**src/core/rpbc_pkg.sv**
```systemverilog
// Package: register map, fields, reset values and timing for the reset/boot block
package rpbc_pkg;
  // Register byte offsets
  localparam logic [7:0] ADDR_SYSCFG = 8'h00;
  localparam logic [7:0] ADDR_STATUS = 8'h04;
  localparam logic [7:0] ADDR_BUSCFG = 8'h08;
  localparam logic [7:0] ADDR_CMD = 8'h0C;
  localparam logic [7:0] ADDR_IRQ_STAT = 8'h10;
  localparam logic [7:0] ADDR_IRQ_MASK = 8'h14;
  // System config fields
  localparam int BIT_BIDIR_EN = 0;
  // Command fields (write one to trigger)
  localparam int BIT_CMD_SWRST = 0;
  localparam int BIT_CMD_END_OF_INIT_INSTR = 1;
  // Status fields
  localparam int BIT_ST_LONG_HW = 0;
  localparam int BIT_ST_SW = 1;
  localparam int BIT_ST_WDT = 2;
  localparam int BIT_ST_SINGLE = 3;
  localparam int BIT_ST_BOOT = 4;
  localparam int BIT_ST_INIT_DONE = 5;
  localparam int BIT_ST_RESET_OUT_LINE = 6;
  // Default bus config fields
  localparam int BIT_BUS_ACTIVE = 10;
  localparam logic [15:0] BUSCFG_SINGLE_RESET = 16'h00C0;
  localparam logic [15:0] BUSCFG_EXT_RESET = 16'h0680;
  // Interrupt event bits
  localparam int IRQ_RESET_DONE = 0;
  localparam int IRQ_ILL_BUS = 1;
  localparam int IRQ_WIDTH = 2;
  // Timing
  localparam int CLK_MHZ = 200;
  localparam int RESET_SEQ_NS = 5120;
  localparam int RESET_SEQ_CYC = (RESET_SEQ_NS * CLK_MHZ) / 1000;
  localparam int SEQ_CNT_W = 11;
  localparam logic [SEQ_CNT_W-1:0] SEQ_LAST = SEQ_CNT_W'(RESET_SEQ_CYC - 1);
  // Reset sequencer states
  typedef enum logic [1:0] {
    ST_RUN = 2'b01,
    ST_SEQ = 2'b10
  } rpbc_state_e;
endpackage : rpbc_pkg

```
**src/core/rpbc_reset_boot.sv**
```systemverilog
// Reset pin control, reset sequencing, start configuration capture
//
// What this block does
// - Bidir enable makes reset input open-drain
// - Internal resets drive reset line low in bidir mode
// - Bidir enable locked after init, reset-cleared
// - Bidir mode flags report long hardware reset
// - Bidir mode evaluates boot loader strap
// - Short external pulses stretched to sequence
// - Reset output asserted on every sequence
// - Reset output released only by init-end
// - Access strap high: single-chip, bus 00C0
// - Single-chip: no bus, software may enable
// - Unenabled external access raises bus trap
// - Straps captured at sequence end
//
// Added by the designer: the AHB-Lite interface to the registers and the register addresses.
`timescale 1ns/1ps
module rpbc_reset_boot
  import rpbc_pkg::*;
(
  input wire logic hclk,
  input wire logic hresetn,
  input wire logic hsel,
  input wire logic [31:0] haddr,
  input wire logic [1:0] htrans,
  input wire logic hwrite,
  input wire logic [2:0] hsize,
  input wire logic [31:0] hwdata,
  input wire logic hready,
  output logic [31:0] hrdata,
  output logic hreadyout,
  output logic hresp,
  input wire logic reset_in_line_i,
  output logic reset_in_line_o,
  output logic reset_in_line_oe,
  output logic reset_out_line_n,
  input wire logic watchdog_overflow,
  input wire logic external_access_strap,
  input wire logic boot_loader_strap_bit,
  input wire logic ext_mem_access,
  output logic illegal_bus_trap,
  output logic boot_loader_enable,
  output logic single_chip_mode,
  output logic core_reset_n,
  output logic irq
);
  // Pin synchronisers
  logic rin_m, rin_s, ea_m, ea_s, bl_m, bl_s;
  logic next_rin_m, next_rin_s, next_ea_m, next_ea_s, next_bl_m, next_bl_s;
  // Sequencer and register state
  rpbc_state_e state, next_state;
  logic [SEQ_CNT_W-1:0] cnt, next_cnt;
  logic bidir_reset_enable, next_bidir;
  logic init_done, next_init_done;
  logic rout_n, next_rout_n;
  logic [15:0] default_bus_config_reg, next_buscfg;
  logic single, next_single, boot, next_boot;
  logic flag_long, flag_sw, flag_wdt, next_flag_long, next_flag_sw, next_flag_wdt;
  logic [IRQ_WIDTH-1:0] irq_stat, irq_mask, next_irq_stat, next_irq_mask;
  logic trap, next_trap;
  logic drive_line, next_drive_line;
  // Bus address phase capture
  logic dp_wr, next_dp_wr;
  logic [7:0] dp_addr, next_dp_addr;
  logic [31:0] rdata, next_rdata;

  logic addr_phase, rd_now, wr_sysc, wr_cmd, wr_bus, wr_isc, wr_imk;
  logic sw_rst, end_of_init_instr_cmd, ext_low, trig, seq_end;

  assign addr_phase = hsel && hready && htrans[1];
  assign wr_sysc = dp_wr && (dp_addr == ADDR_SYSCFG);
  assign wr_cmd = dp_wr && (dp_addr == ADDR_CMD);
  assign wr_bus = dp_wr && (dp_addr == ADDR_BUSCFG);
  assign wr_isc = dp_wr && (dp_addr == ADDR_IRQ_STAT);
  assign wr_imk = dp_wr && (dp_addr == ADDR_IRQ_MASK);
  assign rd_now = addr_phase && !hwrite;
  assign sw_rst = wr_cmd && hwdata[BIT_CMD_SWRST];
  assign end_of_init_instr_cmd = wr_cmd && hwdata[BIT_CMD_END_OF_INIT_INSTR];
  // Our own drive is excluded; the line shows low from outside only
  assign ext_low = !rin_s && !reset_in_line_oe;
  assign trig = sw_rst || watchdog_overflow || ext_low;
  assign seq_end = (state == ST_SEQ) && (cnt == SEQ_LAST);

  always_comb begin
    next_rin_m = reset_in_line_i;
    next_rin_s = rin_m;
    next_ea_m = external_access_strap;
    next_ea_s = ea_m;
    next_bl_m = boot_loader_strap_bit;
    next_bl_s = bl_m;
  end

  always_ff @(posedge hclk or negedge hresetn) begin
    if (!hresetn) begin
      rin_m <= 1'b1;
      rin_s <= 1'b1;
      ea_m <= 1'b0;
      ea_s <= 1'b0;
      bl_m <= 1'b1;
      bl_s <= 1'b1;
    end else begin
      rin_m <= next_rin_m;
      rin_s <= next_rin_s;
      ea_m <= next_ea_m;
      ea_s <= next_ea_s;
      bl_m <= next_bl_m;
      bl_s <= next_bl_s;
    end
  end

  // Reset sequencer and configuration
  always_comb begin
    next_state = state;
    next_cnt = cnt;
    next_bidir = bidir_reset_enable;
    next_init_done = init_done;
    next_rout_n = rout_n;
    next_buscfg = default_bus_config_reg;
    next_single = single;
    next_boot = boot;
    next_flag_long = flag_long;
    next_flag_sw = flag_sw;
    next_flag_wdt = flag_wdt;
    next_drive_line = drive_line;
    case (state)
      ST_RUN: begin
        if (trig) begin
          next_state = ST_SEQ;
          next_cnt = '0;
          next_rout_n = 1'b0;
          // drive line if bidir was on
          next_drive_line = bidir_reset_enable;
          next_bidir = 1'b0;
          next_init_done = 1'b0;
          // long hardware flag in bidir mode
          next_flag_long = ext_low || bidir_reset_enable;
          next_flag_sw = sw_rst && !bidir_reset_enable;
          next_flag_wdt = watchdog_overflow && !sw_rst && !bidir_reset_enable;
        end else begin
          if (wr_sysc && !init_done) begin
            next_bidir = hwdata[BIT_BIDIR_EN];
          end
          if (wr_bus) begin
            next_buscfg = hwdata[15:0];
          end
          if (end_of_init_instr_cmd) begin
            next_init_done = 1'b1;
            next_rout_n = 1'b1;
          end
        end
      end
      ST_SEQ: begin
        if (!seq_end) begin
          next_cnt = cnt + 1'b1;
        end else if (rin_s) begin
          next_state = ST_RUN;
          next_single = ea_s;
          // strap read on hardware or bidir reset
          if (flag_long) begin
            next_boot = ea_s && !bl_s;
          end
          next_buscfg = ea_s ? BUSCFG_SINGLE_RESET : BUSCFG_EXT_RESET;
        end
      end
      default: begin
        next_state = ST_RUN;
      end
    endcase
  end

  always_ff @(posedge hclk or negedge hresetn) begin
    if (!hresetn) begin
      state <= ST_SEQ;
      cnt <= '0;
      bidir_reset_enable <= 1'b0;
      init_done <= 1'b0;
      rout_n <= 1'b0;
      default_bus_config_reg <= BUSCFG_EXT_RESET;
      single <= 1'b0;
      boot <= 1'b0;
      flag_long <= 1'b1;
      flag_sw <= 1'b0;
      flag_wdt <= 1'b0;
      drive_line <= 1'b0;
    end else begin
      state <= next_state;
      cnt <= next_cnt;
      bidir_reset_enable <= next_bidir;
      init_done <= next_init_done;
      rout_n <= next_rout_n;
      default_bus_config_reg <= next_buscfg;
      single <= next_single;
      boot <= next_boot;
      flag_long <= next_flag_long;
      flag_sw <= next_flag_sw;
      flag_wdt <= next_flag_wdt;
      drive_line <= next_drive_line;
    end
  end

  // Trap, interrupts and bus slave
  always_comb begin
    next_trap = 1'b0;
    if (single && !default_bus_config_reg[BIT_BUS_ACTIVE] && ext_mem_access) begin
      next_trap = 1'b1;
    end
    next_irq_stat = irq_stat;
    if (wr_isc) begin
      next_irq_stat = irq_stat & ~hwdata[IRQ_WIDTH-1:0];
    end
    // Set wins over clear
    if (seq_end && rin_s) begin
      next_irq_stat[IRQ_RESET_DONE] = 1'b1;
    end
    if (next_trap) begin
      next_irq_stat[IRQ_ILL_BUS] = 1'b1;
    end
    next_irq_mask = wr_imk ? hwdata[IRQ_WIDTH-1:0] : irq_mask;
    next_dp_wr = addr_phase && hwrite;
    next_dp_addr = addr_phase ? haddr[7:0] : dp_addr;
    next_rdata = rdata;
    if (rd_now) begin
      case (haddr[7:0])
        ADDR_SYSCFG: next_rdata = {31'h0, bidir_reset_enable};
        ADDR_STATUS: next_rdata = {25'h0, !rout_n, init_done, boot, single,
                                   flag_wdt, flag_sw, flag_long};
        ADDR_BUSCFG: next_rdata = {16'h0, default_bus_config_reg};
        ADDR_IRQ_STAT: next_rdata = {30'h0, irq_stat};
        ADDR_IRQ_MASK: next_rdata = {30'h0, irq_mask};
        default: next_rdata = 32'h0;
      endcase
    end
  end

  always_ff @(posedge hclk or negedge hresetn) begin
    if (!hresetn) begin
      trap <= 1'b0;
      irq_stat <= '0;
      irq_mask <= '0;
      dp_wr <= 1'b0;
      dp_addr <= 8'h00;
      rdata <= 32'h0;
    end else begin
      trap <= next_trap;
      irq_stat <= next_irq_stat;
      irq_mask <= next_irq_mask;
      dp_wr <= next_dp_wr;
      dp_addr <= next_dp_addr;
      rdata <= next_rdata;
    end
  end

  assign hrdata = rdata;
  assign hreadyout = 1'b1;
  assign hresp = 1'b0;
  // open-drain line, driven low during a sequence started in bidir mode
  assign reset_in_line_o = 1'b0;
  // Drive dropped at last count so outside drivers become visible
  assign reset_in_line_oe = drive_line && (state == ST_SEQ) && (cnt != SEQ_LAST);
  // emulation drive is external; pin stays a plain output here
  assign reset_out_line_n = rout_n;
  assign illegal_bus_trap = trap;
  assign boot_loader_enable = boot;
  assign single_chip_mode = single;
  assign core_reset_n = (state == ST_RUN);
  assign irq = |(irq_stat & irq_mask);

  AST_ROUT_ASSERT: assert property (@(posedge hclk) disable iff (!hresetn)
    (state == ST_RUN && trig) |=> !reset_out_line_n)
    else $error("reset output not asserted at sequence start");
  // output stays low until init end
  AST_ROUT_HOLD: assert property (@(posedge hclk) disable iff (!hresetn)
    (!reset_out_line_n && !end_of_init_instr_cmd) |=> !reset_out_line_n)
    else $error("reset output released without init end");
  AST_BIDIR_LOCK: assert property (@(posedge hclk) disable iff (!hresetn)
    (init_done && state == ST_RUN && !trig) |=> $stable(bidir_reset_enable))
    else $error("bidir enable changed after init");
  // line driven at sequence start with bidir
  AST_LINE_DRIVE: assert property (@(posedge hclk) disable iff (!hresetn)
    (state == ST_RUN && trig && bidir_reset_enable) |=> reset_in_line_oe)
    else $error("reset line not driven low");
  AST_LONG_FLAG: assert property (@(posedge hclk) disable iff (!hresetn)
    (state == ST_RUN && trig && bidir_reset_enable) |=> flag_long && !flag_sw)
    else $error("flags do not show long hardware reset");
  AST_SEQ_LEN: assert property (@(posedge hclk) disable iff (!hresetn)
    (state == ST_RUN && trig) |=> (state == ST_SEQ) [*8])
    else $error("sequence shorter than expected");
  AST_SINGLE_BUS: assert property (@(posedge hclk) disable iff (!hresetn)
    (seq_end && rin_s && ea_s) |=> default_bus_config_reg == BUSCFG_SINGLE_RESET)
    else $error("single-chip bus default not loaded");
  AST_TRAP: assert property (@(posedge hclk) disable iff (!hresetn)
    (single && !default_bus_config_reg[BIT_BUS_ACTIVE] && ext_mem_access)
    |=> illegal_bus_trap)
    else $error("illegal bus trap missing");
  AST_NO_EARLY_END: assert property (@(posedge hclk) disable iff (!hresetn)
    (state == ST_SEQ && cnt != SEQ_LAST) |=> (state == ST_SEQ))
    else $error("reset sequence ended early");
  AST_LINE_RELEASE: assert property (@(posedge hclk) disable iff (!hresetn)
    (state == ST_RUN) |-> !reset_in_line_oe)
    else $error("reset line driven outside sequence");
  // boot strap taken on long reset
  AST_BOOT: assert property (@(posedge hclk) disable iff (!hresetn)
    (seq_end && rin_s && flag_long && ea_s && !bl_s) |=> boot_loader_enable)
    else $error("boot loader not enabled by strap");
  AST_STRAP_SINGLE: assert property (@(posedge hclk) disable iff (!hresetn)
    (seq_end && rin_s) |=> single_chip_mode == $past(ea_s))
    else $error("single chip mode not latched from strap");
  AST_END_OF_INIT_INSTR_RELEASE: assert property (@(posedge hclk) disable iff (!hresetn)
    (state == ST_RUN && !trig && end_of_init_instr_cmd) |=> reset_out_line_n)
    else $error("reset output not released at init end");
  AST_TRAP_QUIET: assert property (@(posedge hclk) disable iff (!hresetn)
    !(single && !default_bus_config_reg[BIT_BUS_ACTIVE] && ext_mem_access) |=> !illegal_bus_trap)
    else $error("illegal bus trap without cause");
  COV_SWRST: cover property (@(posedge hclk) disable iff (!hresetn)
    state == ST_RUN && sw_rst);
  COV_BIDIR: cover property (@(posedge hclk) disable iff (!hresetn) reset_in_line_oe);
  COV_END_OF_INIT_INSTR: cover property (@(posedge hclk) disable iff (!hresetn)
    $rose(reset_out_line_n));
  COV_WDOG: cover property (@(posedge hclk) disable iff (!hresetn)
    state == ST_RUN && watchdog_overflow);
  COV_STRETCH: cover property (@(posedge hclk) disable iff (!hresetn)
    state == ST_RUN && ext_low);
endmodule : rpbc_reset_boot

```
**config.mk**
```make
export PLATFORM = sky130hd
export DESIGN_NAME = rpbc_reset_boot
export DESIGN_NICKNAME = d
export VERILOG_FILES = /design/src/core/rpbc_pkg.sv /design/src/core/rpbc_reset_boot.sv
export SDC_FILE = /design/constraint.sdc
export NUM_CORES = 1
export LEC_CHECK = 0
export ABC_AREA = 1
export BUFFER_PORTS_ARGS = -buffer_cell sky130_fd_sc_hd__buf_2
export CELL_PAD_IN_SITES_DETAIL_PLACEMENT = 0
export CELL_PAD_IN_SITES_GLOBAL_PLACEMENT = 1
export CORE_ASPECT_RATIO = 1.4
export CORE_MARGIN = 2
export CORE_UTILIZATION = 33
export DETAILED_ROUTE_END_ITERATION = 10
export PLACE_DENSITY = 0.83
export REMOVE_ABC_BUFFERS = 1
export SYNTH_ARGS = -nofsm -noshare
export SYNTH_HDL_FRONTEND = slang
export SYNTH_SLANG_ARGS = --single-unit
```
**constraint.sdc**
```tcl
create_clock -name hclk -period 1.55 [get_ports hclk]
set_input_delay 0.0775 -clock hclk [delete_from_list [all_inputs] [get_ports hclk]]
set_output_delay 0.0775 -clock hclk [all_outputs]
set_load 0.005 [all_outputs]
```
==> results_dict.tcl <==
set metrics [dict create \
    seq_area_um2 1840 \
    final.fill_count 1071 \
    synth_area_leaders "dfrtp_1, nand2_1, nand3_1" \
    synth_cell_types 38 \
    die_h_um 127 \
    grt_pass1_wl_um 14200 \
    post-route-cell-area_um2 5020 \
    final_common_cell "nand2_1" \
    nets 635 \
    cts_max_path_buffers 2 \
    area_delta_synth_final_pct 40.1 \
    drc 0 \
    diodes 0 \
    clkSinkCount 73 \
    dpl_cell_area_um2 4270 \
    ir_drop_mv 0.515 \
    worstSetupEndpointType "flop" \
    track_usage_pct 15.4 \
    path_cells "ha_2 -> inv_2 -> nor2_4 -> nand3_4 -> nand2_4 -> nand2_4 -> nand3_4 -> nand2_8 -> clkbuf_16 -> and3_4" \
    cts_root_buf "clkbuf_16" \
    pin_count 121 \
    grt_pass1_vias 3146 \
    dp.cells 665 \
    num_vias 3176 \
    place_congestion 0.832 \
    globalRouteOverflowTotal 0 \
    multi_input_area_um2 1650 \
    arrival_ns 1.87 \
    leakagePower_nw 2.56 \
    ant_nets 0 \
    criticalPathCategory "flop to flop" \
    fp-row-count 45 \
    cts_max_level 3 \
    start_kind "flop" \
    maxCapViolCount 0 \
    synth-seq-cells 73 \
    rr_startpoint "cnt[0]$_DFFE_PN0P_" \
    synth-seq-area-share_pct 51.3 \
    clkSlewWorstSetupHoldPaths_ns 0.06 \
    r2r_cells 10 \
    power_density_nw_per_um2 830 \
    crit_slowest_cell "dfrtp_1" \
    cts_tree "built" \
    tns_ns -1.98 \
    r2r_slack_ns -0.1 \
    die_area_um2 11700 \
    final_hold_viol_count 0 \
    fin_util_pct 46.9 \
    failed_checks "negative setup slack" \
    crit_path_end "cnt[4]$_DFFE_PN0P_" \
    synthCells 434 \
    fin_ws_ns -0.0981 \
    start_util_pct 33.5 \
    drt-total-wl_um 8830 \
    port_buffers 57 \
    outcome "complete, but fails checks" \
    clk_latency_ns 0.33 \
    grt_antenna_before_repair 0 \
    max_freq_ghz 0.607 \
    synthesis.area_um2 3580 \
    hold_depth 3 \
    avgRoutedWirePerCell_um 12.6 \
    required_ns 1.78 \
    grt_max_degree 74 \
    drtIter0Drc 107 \
    fp.coreArea_um2 10700 \
    hold_class "input pin to flop" \
    rsz0062_at_grt "yes" \
    via_per_inst 4.53 \
    chipWidth_um 92.1 \
    worst-path-max-fanout 7 \
    timing.rr.end "cnt[4]$_DFFE_PN0P_" \
    place.detailed.hpwl_um 6110 \
    yosysWarnings 0 \
    instances_no_fill 701 \
    dr.pass1.iters 4 \
    crit_path_start "cnt[0]$_DFFE_PN0P_" \
    min_period_ns 1.65 \
    yosysTopAreaCell "dfrtp_1" \
    min_period_over_period_pct 106 \
    cts_made_buffers 9 \
    setup-violations-final 33 \
    synth.top_cell.area_share_pct 44.7 \
    syn_area_per_cell_um2 8.26 \
    drv_slew 0 \
    critPathMaxStageDelay_ns 0.36 \
    final_cell_mix "nand2_1, dfrtp_1, buf_2" \
    skew_ns 0.00394 \
    drive_above_1_share_pct 35.2 \
]
[Yosys cell counts (all sizes together)]
library cell and instances:
o21bai 1, buf 27, o31ai 1, conb 2, o21ai 33, dfstp 9
ha 1, clkbuf 3, a21o 2, nand4 3, a22o 1, xor2 1
inv 44, a21oi 11, dfrtp 64, xnor2 3, or2 2, and3 1
clkinv 2, a31oi 2, nor4 1, nand3 51, nor3 7, nand3b 2
nor2 43, nand2 117
[area by class of cell]
class,count,area share [%]
Clock buffer,9,4.49
Multi-Input combinational cell,303,33.0
Sequential cell,73,36.6
Timing Repair Buffer,122,17.9
Inverter,46,3.54
Tap cell,141,3.51
Clock inverter,7,0.947
[stage by stage]
stage / worst slack (ns) / power (mW) / hold WS, ns
global placement: -0.105 / 2.28 / 0.131
detailed placement: -0.149 / 2.29 / 0.128
finish: -0.0981 / 4.17 / 0.0127
floorplan: -0.328 / 2.13 / -0.218
global route: -0.180 / 4.35 / 0.0289
CTS: -0.0699 / 4.18 / 0.0116
[how the worst min path moves through the flow]
stage,start,endpoint,slack (ns)
global route,haddr[0],dp_addr[0]$_DFFE_PN0P_,0.03
floorplan,hresetn,bidir_reset_enable$_DFFE_PN0P_,-0.22
global placement,hresetn,hrdata[12]$_DFFE_PN0P_,0.13
CTS,haddr[0],dp_addr[0]$_DFFE_PN0P_,0.01
detailed placement,hresetn,hrdata[15]$_DFFE_PN0P_,0.13
finish,haddr[0],dp_addr[0]$_DFFE_PN0P_,0.01
[per-layer routing]
| layer | routed length, um | vias to the layer above | part of all wire (%) | global-route usage (%) |
|---|---|---|---|---|
| li1 | - | 1596 | - | - |
| met1 | 3490 | 1491 | 40 | 17.3 |
| met2 | 4670 | 68 | 53 | 26.8 |
| met3 | 375 | 21 | 4.2 | 3.60 |
| met4 | 290 | 0 | 3.3 | 8.34 |
| met5 | 0 | - | 0 | 0 |
[critical path: cells and delay by family (launching register included)]
family / cells / cell delay (ns)
flip-flops: 1 / 0.36
adder cells (fa/ha/maj): 1 / 0.19
AND/OR/NAND/NOR: 7 / 0.77
buffers and inverters: 2 / 0.22
[cells by family after synthesis]
kind of cell / Yosys count / share of synthesized area, %
AND/OR/NAND/NOR: 227 / 28.7
buffers and inverters: 76 / 10.8
flip-flops: 73 / 51.3
AO/OA/AOI/OAI: 51 / 7.68
XOR/XNOR: 4 / 0.978
other: 2 / 0.210
adder cells (fa/ha/maj): 1 / 0.349
[repair_timing]
item                                    CTS  global route
buffers inserted                          4             9
hold buffers                              5             0
hold endpoints to repair                 68             0
gates cloned                              0             3
endpoints found under the setup margin   39            41
resized for setup                        28            55
pin swaps                                 5            23
[power by group]
part           internal, mW  switching, mW  total, mW  leakage (nW)
clock network          1.08          0.812       1.89         0.131
registers              1.96         0.0344       2.00         0.940
logic                 0.114          0.163      0.277          1.48
total                  3.16           1.01       4.17          2.56
Note: power is estimated with default switching activity, not from simulation.
